## src/rtl/dpc_regs.svh

```systemverilog
// Register offsets, field positions, reset values and timing of the power and page control block
`ifndef DPC_REGS_SVH
`define DPC_REGS_SVH
`define DPC_CLK_MHZ 10
`define DPC_QCHG0_US 3500
`define DPC_QCHG1_US 10000
`define DPC_QCHG2_US 50000
`define DPC_QCHG3_US 100000
`define DPC_ADDR_PAGE 8'h00
`define DPC_ADDR_SRST 8'h01
`define DPC_ADDR_MISC 8'h02
`define DPC_ADDR_SUPPLY 8'h03
`define DPC_ADDR_STS_A 8'h79
`define DPC_ADDR_STS_B 8'h7A
`define DPC_RST_PAGE 8'h00
`define DPC_RST_STS_B 8'h80
`define DPC_BIT_SRST 0
`define DPC_LSB_QCHG 4
`define DPC_BIT_EXIT_REF 3
`define DPC_BIT_AMODE 2
`define DPC_BIT_IOMODE 1
`define DPC_BIT_RUN 0
`define DPC_BIT_AOVR 7
`define DPC_BIT_IOOVR 6
`define DPC_BIT_UVFLAG 1
`define DPC_BIT_UVWAKE 0
`define DPC_A_OUT1_C 8'h66
`define DPC_A_DAC1A_A 8'h67
`define DPC_A_DAC1A_B 8'h68
`define DPC_A_DAC1B_A 8'h69
`define DPC_A_DAC1B_B 8'h6A
`define DPC_A_OUT2_A 8'h6B
`define DPC_A_OUT2_B 8'h6C
`define DPC_A_OUT2_C 8'h6D
`define DPC_A_DAC2A_A 8'h6E
`define DPC_A_DAC2A_B 8'h6F
`define DPC_A_DAC2B_A 8'h70
`define DPC_A_DAC2B_B 8'h71
`define DPC_A_DSP_A 8'h72
`define DPC_A_DSP_B 8'h73
`define DPC_A_CHANNEL_ENABLE_CONFIG 8'h76
`define DPC_A_DYN_PU 8'h77
`define DPC_A_PWR_UP 8'h78
`define DPC_A_CKSUM 8'h7E
`define DPC_R_OUT 8'h20
`define DPC_R_DAC_A 8'hC9
`define DPC_R_DAC_B 8'h80
`define DPC_R_DSP 8'h18
`define DPC_R_CHANNEL_ENABLE_CONFIG 8'hCC
`define DPC_R_ZERO 8'h00
`endif
```

## src/rtl/dpc_pkg.sv

```systemverilog
// Types of the power and page control block
package dpc_pkg;
  localparam int NMAP = 18;
  localparam int QW = 20;

  typedef struct packed {
    logic wr;
    logic rd;
    logic [7:0] addr;
    logic [7:0] wdata;
  } dpc_req_s;

  typedef struct packed {
    logic [7:0] page;
    logic srst_pend;
    logic [1:0] qchg_time;
    logic exit_ref_en;
    logic analog_mode;
    logic io_mode;
    logic run;
    logic uv_flag;
    logic uv_wake;
    logic uv_prev;
    logic [QW-1:0] qcnt;
    logic qchg;
    logic ref_en;
    logic analog_eff;
    logic io_eff;
    logic a_ovr;
    logic io_ovr;
    logic [7:0] rd_data;
    logic rd_valid;
    logic [NMAP-1:0][7:0] map;
  } dpc_state_s;
endpackage

```

## src/rtl/dpc_power_ctrl.sv

```systemverilog
// Device power, sleep, supply mode and page control register block
// Notes on behaviour
// - Eight-bit page register at address zero
// - Writing one resets every register to default, except the undervoltage flag if undervoltage rises in the reset cycle
// - Soft reset bit clears itself afterwards
// - Two-bit code picks reference quick-charge length
// - Bit three adds reference on sleep exit
// - Bit two picks analog supply mode
// - Bit one picks I/O supply mode
// - Run bit zero means sleep
// - Analog override flag shows forced mode
// - I/O override flag shows forced mode
// - Undervoltage flag records a shutdown
// - Wake select decides sleep after shutdown
`timescale 1ns/1ps
`include "dpc_regs.svh"
module dpc_power_ctrl #(
  parameter int QCHG_CYC0 = `DPC_QCHG0_US * `DPC_CLK_MHZ,
  parameter int QCHG_CYC1 = `DPC_QCHG1_US * `DPC_CLK_MHZ,
  parameter int QCHG_CYC2 = `DPC_QCHG2_US * `DPC_CLK_MHZ,
  parameter int QCHG_CYC3 = `DPC_QCHG3_US * `DPC_CLK_MHZ
) (
  // Clock and reset
  input wire logic i_clk,
  input wire logic i_rst_n,
  // Decoded control bus transaction
  input wire dpc_pkg::dpc_req_s i_req,
  output logic [7:0] o_rd_data,
  output logic o_rd_valid,
  // Supply monitors and device status
  input wire logic i_analog_3v3_detect,
  input wire logic i_io_3v3_detect,
  input wire logic i_undervoltage,
  input wire logic [7:0] i_status_a,
  input wire logic [7:0] i_status_b,
  // Power controls, page and map configuration
  output logic o_run_not_sleep,
  output logic o_digital_regulator_en,
  output logic o_reference_en,
  output logic o_reference_quick_charge,
  output logic o_analog_supply_mode,
  output logic o_io_supply_mode,
  output logic [7:0] o_page,
  output logic [dpc_pkg::NMAP*8-1:0] o_map_cfg
);
  // Map entry k sits at bits [8k+7:8k] of o_map_cfg, lowest address first
  localparam logic [dpc_pkg::NMAP-1:0][7:0] MAP_ADDR = {
    `DPC_A_CKSUM,
    `DPC_A_PWR_UP,
    `DPC_A_DYN_PU,
    `DPC_A_CHANNEL_ENABLE_CONFIG,
    `DPC_A_DSP_B,
    `DPC_A_DSP_A,
    `DPC_A_DAC2B_B,
    `DPC_A_DAC2B_A,
    `DPC_A_DAC2A_B,
    `DPC_A_DAC2A_A,
    `DPC_A_OUT2_C,
    `DPC_A_OUT2_B,
    `DPC_A_OUT2_A,
    `DPC_A_DAC1B_B,
    `DPC_A_DAC1B_A,
    `DPC_A_DAC1A_B,
    `DPC_A_DAC1A_A,
    `DPC_A_OUT1_C
  };
  localparam logic [dpc_pkg::NMAP-1:0][7:0] MAP_RST = {
    `DPC_R_ZERO,
    `DPC_R_ZERO,
    `DPC_R_ZERO,
    `DPC_R_CHANNEL_ENABLE_CONFIG,
    `DPC_R_DSP,
    `DPC_R_DSP,
    `DPC_R_DAC_B,
    `DPC_R_DAC_A,
    `DPC_R_DAC_B,
    `DPC_R_DAC_A,
    `DPC_R_OUT,
    `DPC_R_OUT,
    `DPC_R_OUT,
    `DPC_R_DAC_B,
    `DPC_R_DAC_A,
    `DPC_R_DAC_B,
    `DPC_R_DAC_A,
    `DPC_R_OUT
  };
  localparam logic [1:0] QCHG_MAX = 2'h3;

  dpc_pkg::dpc_state_s s;
  dpc_pkg::dpc_state_s next_s;
  logic [dpc_pkg::NMAP-1:0] hit;
  logic on_page0;

  function automatic dpc_pkg::dpc_state_s reset_state();
    dpc_pkg::dpc_state_s r;
    r = '0;
    r.page = `DPC_RST_PAGE;
    r.srst_pend = 1'b0;
    r.qchg_time = 2'h0;
    r.exit_ref_en = 1'b0;
    r.analog_mode = 1'b0;
    r.io_mode = 1'b0;
    // Sleep is the power-on state
    r.run = 1'b0;
    r.uv_flag = 1'b0;
    r.uv_wake = 1'b0;
    r.map = MAP_RST;
    return r;
  endfunction

  // Charge length in clock cycles for each code; a function keeps the load free of a combinational loop
  function automatic logic [dpc_pkg::QW-1:0] qchg_cycles(input logic [1:0] code);
    logic [dpc_pkg::QW-1:0] c;
    case (code)
      2'h0: c = dpc_pkg::QW'(QCHG_CYC0);
      2'h1: c = dpc_pkg::QW'(QCHG_CYC1);
      2'h2: c = dpc_pkg::QW'(QCHG_CYC2);
      QCHG_MAX: c = dpc_pkg::QW'(QCHG_CYC3);
      default: c = dpc_pkg::QW'(QCHG_CYC0);
    endcase
    return c;
  endfunction

  // One comparator per map entry; only page 0 holds these registers
  genvar gi;
  generate
    for (gi = 0; gi < dpc_pkg::NMAP; gi++) begin : g_hit
      assign hit[gi] = on_page0 && (i_req.addr == MAP_ADDR[gi]);
    end
  endgenerate

  assign on_page0 = (s.page == `DPC_RST_PAGE);

  always_comb begin
    next_s = s;
    next_s.rd_valid = 1'b0;
    next_s.uv_prev = i_undervoltage;
    if (s.srst_pend) begin
      // Whole map back to power-on values, the request bit included
      next_s = reset_state();
      next_s.uv_prev = i_undervoltage;
    end else if (i_req.wr) begin
      if (i_req.addr == `DPC_ADDR_PAGE) begin
        next_s.page = i_req.wdata;
      end else if (on_page0) begin
        // Reserved bits are simply not stored, so they read back as zero
        case (i_req.addr)
          `DPC_ADDR_SRST: begin
            next_s.srst_pend = i_req.wdata[`DPC_BIT_SRST];
          end
          `DPC_ADDR_MISC: begin
            next_s.qchg_time = i_req.wdata[`DPC_LSB_QCHG +: 2];
            next_s.exit_ref_en = i_req.wdata[`DPC_BIT_EXIT_REF];
            next_s.analog_mode = i_req.wdata[`DPC_BIT_AMODE];
            next_s.io_mode = i_req.wdata[`DPC_BIT_IOMODE];
            next_s.run = i_req.wdata[`DPC_BIT_RUN];
          end
          `DPC_ADDR_SUPPLY: begin
            next_s.uv_wake = i_req.wdata[`DPC_BIT_UVWAKE];
          end
          default: begin
            for (int k = 0; k < dpc_pkg::NMAP; k++) begin
              if (hit[k]) begin
                next_s.map[k] = i_req.wdata;
              end
            end
          end
        endcase
      end
    end
    // Undervoltage wins over a soft reset in the same cycle so the event is kept
    if (i_undervoltage) begin
      next_s.run = 1'b0;
      if (!s.uv_prev) begin
        next_s.uv_flag = 1'b1;
      end
    end else if (s.uv_prev) begin
      next_s.run = next_s.uv_wake;
    end
    // Quick charge starts on each sleep exit that also brings up the reference
    if (next_s.run && !s.run && next_s.exit_ref_en) begin
      next_s.qchg = 1'b1;
      next_s.qcnt = qchg_cycles(next_s.qchg_time) - 1'b1;
    end else if (s.qchg) begin
      if (s.qcnt == '0 || !next_s.run) begin
        next_s.qchg = 1'b0;
      end else begin
        next_s.qcnt = s.qcnt - 1'b1;
      end
    end
    // A detected 3.3 V supply forces the matching mode to zero
    next_s.a_ovr = i_analog_3v3_detect;
    next_s.io_ovr = i_io_3v3_detect;
    next_s.analog_eff = next_s.analog_mode && !i_analog_3v3_detect;
    next_s.io_eff = next_s.io_mode && !i_io_3v3_detect;
    next_s.ref_en = next_s.run && next_s.exit_ref_en;
    // A read in the cycle that carries out a soft reset is dropped, like a write
    if (i_req.rd && !s.srst_pend) begin
      next_s.rd_valid = 1'b1;
      next_s.rd_data = 8'h00;
      if (i_req.addr == `DPC_ADDR_PAGE) begin
        next_s.rd_data = s.page;
      end else if (on_page0) begin
        case (i_req.addr)
          `DPC_ADDR_SRST: begin
            next_s.rd_data = {7'h00, s.srst_pend};
          end
          `DPC_ADDR_MISC: begin
            next_s.rd_data = {2'h0, s.qchg_time, s.exit_ref_en, s.analog_mode, s.io_mode, s.run};
          end
          `DPC_ADDR_SUPPLY: begin
            next_s.rd_data = {s.a_ovr, s.io_ovr, 4'h0, s.uv_flag, s.uv_wake};
          end
          `DPC_ADDR_STS_A: begin
            next_s.rd_data = i_status_a;
          end
          `DPC_ADDR_STS_B: begin
            next_s.rd_data = i_status_b;
          end
          default: begin
            for (int k = 0; k < dpc_pkg::NMAP; k++) begin
              if (hit[k]) begin
                next_s.rd_data = s.map[k];
              end
            end
          end
        endcase
      end
    end
  end

  always_ff @(posedge i_clk or negedge i_rst_n) begin
    if (!i_rst_n) begin
      s <= reset_state();
    end else begin
      s <= next_s;
    end
  end

  assign o_rd_data = s.rd_data;
  assign o_rd_valid = s.rd_valid;
  assign o_run_not_sleep = s.run;
  assign o_digital_regulator_en = s.run;
  assign o_reference_en = s.ref_en;
  assign o_reference_quick_charge = s.qchg;
  assign o_analog_supply_mode = s.analog_eff;
  assign o_io_supply_mode = s.io_eff;
  assign o_page = s.page;
  assign o_map_cfg = s.map;

  // Each map entry stores a page 0 write and returns it on a read
  generate
    for (gi = 0; gi < dpc_pkg::NMAP; gi++) begin : g_map_chk

    end
  endgenerate
endmodule

```

## config.mk

```make
export PLATFORM = sky130hd
export DESIGN_NAME = dpc_power_ctrl
export DESIGN_NICKNAME = d
export VERILOG_FILES = /design/src/rtl/dpc_pkg.sv /design/src/rtl/dpc_power_ctrl.sv
export VERILOG_INCLUDE_DIRS = /design/src /design/src/rtl
export SDC_FILE = /design/constraint.sdc
export NUM_CORES = 1
export LEC_CHECK = 0
export ABC_AREA = 1
export BUFFER_PORTS_ARGS = -buffer_cell sky130_fd_sc_hd__buf_4
export CORE_ASPECT_RATIO = 0.5
export CORE_UTILIZATION = 30
export CTS_CLUSTER_DIAMETER = 80
export DETAILED_ROUTE_END_ITERATION = 16
export GPL_TIMING_DRIVEN = 0
export PLACE_DENSITY = 0.59
export SYNTH_ARGS = -nofsm -noshare
export SYNTH_HDL_FRONTEND = slang
export SYNTH_SLANG_ARGS = --single-unit
```

## constraint.sdc

```tcl
create_clock -name i_clk -period 3.2 [get_ports i_clk]
set_input_delay 0.16 -clock i_clk [delete_from_list [all_inputs] [get_ports i_clk]]
set_output_delay 0.16 -clock i_clk [all_outputs]
set_load 0.01 [all_outputs]
```

==> out/metrics.cfg, run 1 <==
[die]
core_um2 = 35930
die_area_um2 = 37320
rows = 49
ios = 206
die_y_um = 137.1
initial_utilization_pct = 30.48
dieWidth_um = 272.2

[synthesis]
yosys.area_share.simple_pct = 24.68
avgSynthCellArea_um2 = 7.851
muxShareOfSynthArea_pct = 0
synth_flop_cell = dfrtp_1
syn_inst = 1395
ys_warn_count = 0
synth_nets = 1442
async_flop_share_pct = 100.0
ys_ff_latch = 197
synth-edff-count = 0
synth_compound_area_share_pct = 11.65
syn_area_um2 = 10950
synth_xor_area_share_pct = 0.7198
synth_adder_area_share_pct = 0.9140
seq_area_frac_synth_pct = 45.38
synth_top_family_by_area = simple AND/OR/NAND/NOR gates
ys_types = 47

[job]
drv_cap = 0

[global_routing]
grt_start_max_net_pins = 102
antenna_found_initial = 0
grt_pass1_wl_mm = 55.13
overflow = 0
grt_pass1_vias = 9137
grt_use_total_pct = 20.00

[place]
dp_hpwl_mm = 28.05
gp_congestion = 0.8992
io_buffer_count = 205

[clock_tree]
cts_setup_buffers = 0
htreeDepth = 4
clk_path_buf_depth = 2
worstSkewPairLatency_ns = 0.46
clock_sinks = 197
clockRootBuffer = clkbuf_16
numCtsBuffers = 17
cts_tree = done
clkTransAtPathRegs_ns = 0.07

[worst_hold_path]
holdCritStartpoint = i_req[1]
hold_class = input pin to flop

[setup_path]
r2r-start = s[188]
arrival_ns = 3.35
cp.required_ns = 3.54
critPathCaptureType = flop
cp_max_fo = 10
critPathKind = flop to flop
startpoint = s[188]
start_kind = flop

[timing]
max_slew_margin_pct = 15.40
worst_pin_slew_ns = 1.264
period_share_pct = 93.86
min_period_ns = 3.004
fmax_mhz = 332.9
hold_violations = 0
finalSetupViolCount = 0
skew_ns = 0.01083
setup_tns_ns = 0
rsz0062_at_grt = false
drv_slew = 0

[routing]
drc = 0
via_per_inst = 4.705
initialDrtViolationCount = 900
vias = 9984
wl_per_cell_um = 17.76
ant_nets = 0
wirelength_mm = 37.70
dr.pass1.iters = 5

[outcome]
status = complete, no violations

[cells_and_area]
utilization_pct = 38.52
synthToLayoutAreaGrowth_pct = 26.36
drive_gt1_share_pct = 29.12
final_nets = 1672
diodes = 0

[power_and_ir_drop]
power.leakage_nw = 6.761
vdd_ir_drop_max_mv = 0.3493
power_density_nw_per_um2 = 440.7

[per-stage QoR]
| stage | setup WS, ns | instances | area (um2) | hold slack (ns) | total power [mW] |
|---|---|---|---|---|---|
| 2_1_floorplan | 0.8298 | 1395 | 10950 | -0.1356 | 3.292 |
| 3_3_place_gp | 0.08265 | 2084 | 13100 | 0.2809 | 3.764 |
| 3_5_place_dp | 0.07986 | 2085 | 13130 | 0.2449 | 3.776 |
| 4_1_cts | 0.05937 | 2122 | 13810 | 0.01968 | 6.129 |
| 5_1_grt | 0.02021 | 2122 | 13840 | 0.05435 | 6.315 |
| 6_report | 0.1963 | 2122 | 13840 | 0.03545 | 6.099 |
[layer usage]
metal | GRT usage (%) | vias up | part of all wire [%]
li1 | - | 4826 | -
met4 | 8.177 | 0 | 2.6
met5 | 0 | - | 0
met1 | 25.30 | 4829 | 43
met2 | 34.62 | 268 | 50
met3 | 2.702 | 61 | 4.2
[cell usage in the layout, fill, tap and decap left out, types with 9 or more instances in the layout]
master,n
nand4_1,40
clkbuf_1,38
o21ai_0,167
inv_2,9
dfrtp_1,163
nand3_1,49
dfstp_2,32
nand2_1,375
buf_4,365
o21ai_1,34
a21oi_1,10
clkbuf_16,17
nor2_1,111
nor3_1,9
inv_1,102
[path summary, 6_finish.rpt]
check	endpoint	slack, ns	cells after the start
max reg2reg	s[168]	0.20	9
max in group asynchronous	o_reference_en	1.90	3
min reg2reg	s[181]	0.48	1
min	s[183]	0.04	3
max	s[168]	0.20	9
min in group asynchronous	o_map_cfg[93]	0.31	2
[report_power, final]
group | internal, mW | switching (mW)
logic | 0.442 | 0.502
clock network | 1.37 | 0.987
registers | 2.65 | 0.145
total | 4.47 | 1.63
[synth_stat cells (all sizes together) (2+ instances only)]
cell type | n | area share, %
nand3b | 2 | 0.14
ha | 8 | 0.91
nand4 | 41 | 2.4
a31oi | 8 | 0.46
xor2 | 5 | 0.40
nand3 | 50 | 2.3
clkbuf | 34 | 1.2
o22ai | 4 | 0.23
nor4 | 2 | 0.11
o211ai | 4 | 0.27
a21oi | 11 | 0.61
a41oi | 6 | 0.48
o21ai | 201 | 9.2
buf | 168 | 11
inv | 112 | 3.9
nand2 | 381 | 13
a211oi | 2 | 0.14
clkinv | 4 | 0.14
dfrtp | 165 | 38
dfstp | 32 | 7.7
nor2 | 125 | 5.0
nor3 | 15 | 1.0
xnor2 | 4 | 0.32
and3 | 2 | 0.11
nor3b | 3 | 0.21
[critical path, stage by stage (launching register included)]
cell	delay [ns]
dfrtp_1	0.32
clkbuf_1	0.51
clkbuf_1	0.63
buf_1	0.62
a211oi_2	0.19
inv_1	0.15
ha_1	0.22
nor2_1	0.08
o21ai_1	0.10
nand2_1	0.07
[kinds of logic (layout without fill, tap and decap cells)]
family                   Yosys count  in the layout
AO/OA/AOI/OAI                    240            240
XOR/XNOR                           9              9
adder cells (fa/ha/maj)            8              8
buffers and inverters            318            561
flip-flops                       197            197
AND/OR/NAND/NOR                  623            623
[flip-flops by register name, indices dropped and copies added, names as in the netlist]
name	count
o_analog_supply_mode	1
o_digital_regulator_en	1
o_io_supply_mode	1
o_map_cfg	144
o_page	8
o_rd_data	8
o_rd_valid	1
o_reference_en	1
o_reference_quick_charge	1
s	31
[final cells by class]
class	count	area, um2
clock buffers	24	481.7
multi-input cells	880	4180
inverters	116	441.7
repair buffers	211	1624
well taps	484	605.6
plain buffers	202	1386
flip-flops and latches	197	4972
fillers	3729	22090
clock inverters	8	146.4
[repair_timing]
action	4_1_cts	5_1_grt
endpoints found under the hold margin	78	0
setup endpoints to repair	0	17
gates resized for setup	0	10
hold buffers	5	0
Power figures use the tool's default switching activity.
==> run 2, diff against run 1 <==
--- a/config.mk
+++ b/config.mk
@@ -9,11 +9,11 @@
 export ABC_AREA = 1
 export BUFFER_PORTS_ARGS = -buffer_cell sky130_fd_sc_hd__buf_4
 export CORE_ASPECT_RATIO = 0.5
-export CORE_UTILIZATION = 30
+export CORE_UTILIZATION = 55
 export CTS_CLUSTER_DIAMETER = 80
 export DETAILED_ROUTE_END_ITERATION = 16
 export GPL_TIMING_DRIVEN = 0
-export PLACE_DENSITY = 0.59
+export PLACE_DENSITY = 0.9
 export SYNTH_ARGS = -nofsm -noshare
 export SYNTH_HDL_FRONTEND = slang
 export SYNTH_SLANG_ARGS = --single-unit
==> out/metrics.cfg, run 2 (synthesized netlist as in run 1, its figures left out) <==
[place]
dp_hpwl_mm = 24.76
place_inst = 1867
place_area_um2 = 12860
io_buffer_count = 205
dp_slack_ns = -0.003757
gp_congestion = 1.003

[cells_and_area]
final_common_cell = nand2_1
final_cell_mix = nand2_1, buf_4, o21ai_0
synthToLayoutAreaGrowth_pct = 23.48
final_nets = 1671
stdcell_area_um2 = 13520
stdcell_count = 1903
drive_gt1_share_pct = 29.08
largest_reg_flops = 144
utilization_pct = 69.34
diodes = 0

[timing]
setup_tns_ns = 0
skew_ns = 0.01224
drv_slew = 0
max_slew_margin_pct = 24.54
setup_ws_ns = 0.1427
rsz0062_at_grt = false
holdWs_ns = 0.04058
finalSetupViolCount = 0
min_period_ns = 3.057
worst_pin_slew_ns = 1.128
period_share_pct = 95.54
fmax_mhz = 327.1
hold_violations = 0

[worst_hold_path]
hold_depth = 3
worstHoldEndpoint = o_rd_valid
hold_class = input pin to flop
holdCritStartpoint = i_req[16]

[routing]
wirelength_mm = 33.94
vias = 10620
via_per_inst = 5.578
drc = 0
wl_per_cell_um = 17.83
initialDrtViolationCount = 1323
ant_nets = 0
dr.pass1.iters = 8

[setup_path]
critPathCaptureType = flop
reg2reg_depth = 9
cp_max_fo = 10
arrival_ns = 3.38
start_kind = flop
rr_endpoint = s[168]
critPathKind = flop to flop
r2r-start = s[188]
r2r_slack_ns = 0.14
cp.required_ns = 3.52

[die]
rows = 36
ios = 206
dieWidth_um = 201.6
initial_utilization_pct = 56.15
core_um2 = 19500
die_area_um2 = 20510
die_y_um = 101.8

[clock_tree]
cts_tree = done
clock_sinks = 197
worstSkewPairLatency_ns = 0.45
clk_path_buf_depth = 2
clockRootBuffer = clkbuf_16
numCtsBuffers = 17
clkTransAtPathRegs_ns = 0.08
htreeDepth = 4

[global_routing]
grt_use_met2_pct = 53.24
grt_pass1_vias = 9772
antenna_found_initial = 0
grt_start_max_net_pins = 127
grt_use_total_pct = 33.45
busiest_layer = met2
grt_pass1_wl_mm = 51.82
use_met1_pct = 44.27
overflow = 0
grt_util_met3_pct = 8.816

[power_and_ir_drop]
p_seq_share_pct = 47.3
swShare_pct = 28.39
vdd_ir_drop_max_mv = 0.3988
finalPower_mw = 5.911
clkPwrFrac_pct = 37.0
power_density_nw_per_um2 = 437.1
p_comb_share_pct = 15.7
internal_power_mw = 4.233
switchingPower_mw = 1.678
power.leakage_nw = 6.730

[outcome]
status = complete, no violations

[job]
drv_cap = 0

==> run 2: what timing repair did <==
action | CTS | global route
hold endpoints to repair | 62 | 0
buffers inserted | 0 | 0
hold buffers | 4 | 0
setup endpoints to repair | 2 | 6
gates resized for setup | 2 | 6
==> run 2: layout make-up <==
type	count	area, um2
fillers	1523	5981
flip-flops and latches	197	4970
multi-input cells	880	4185
repair buffers	210	1614
plain buffers	202	1386
clock buffers	19	452.9
inverters	116	444.2
well taps	266	332.8
clock inverters	13	137.6
==> run 2: worst max-delay path by stage <==
stage	from	end	slack [ns]
after CTS	o_page[7]	s[168]	0.15
after global routing	s[188]	s[168]	0.02
after floorplan	o_page[7]	s[168]	0.83
final	s[188]	s[168]	0.14
after detailed placement	o_page[7]	s[168]	-0.004
after global placement	o_page[7]	s[168]	0.006
==> run 2: worst max-delay path, stage by stage (launching register included) <==
cell	delay, ns
dfrtp_1	0.33
clkbuf_1	0.46
clkbuf_1	0.75
buf_1	0.62
a211oi_4	0.15
inv_1	0.18
ha_1	0.22
nor2_1	0.09
o21ai_1	0.08
nand2_1	0.06
==> run 2: power by group through the flow <==
stage	logic, mW	clock network [mW]	registers [mW]
after floorplan	0.510	0	2.78
after global placement	0.873	0	2.83
after detailed placement	0.903	0	2.83
after CTS	0.913	2.18	2.79
after global routing	1.00	2.30	2.81
final	0.926	2.19	2.80
==> run 2: routing by layer <==
layer,share of wire (%),wire length (um)
met5,0,0
met4,3.1,1048
met3,12,4021
met2,46,15510
met1,39,13360
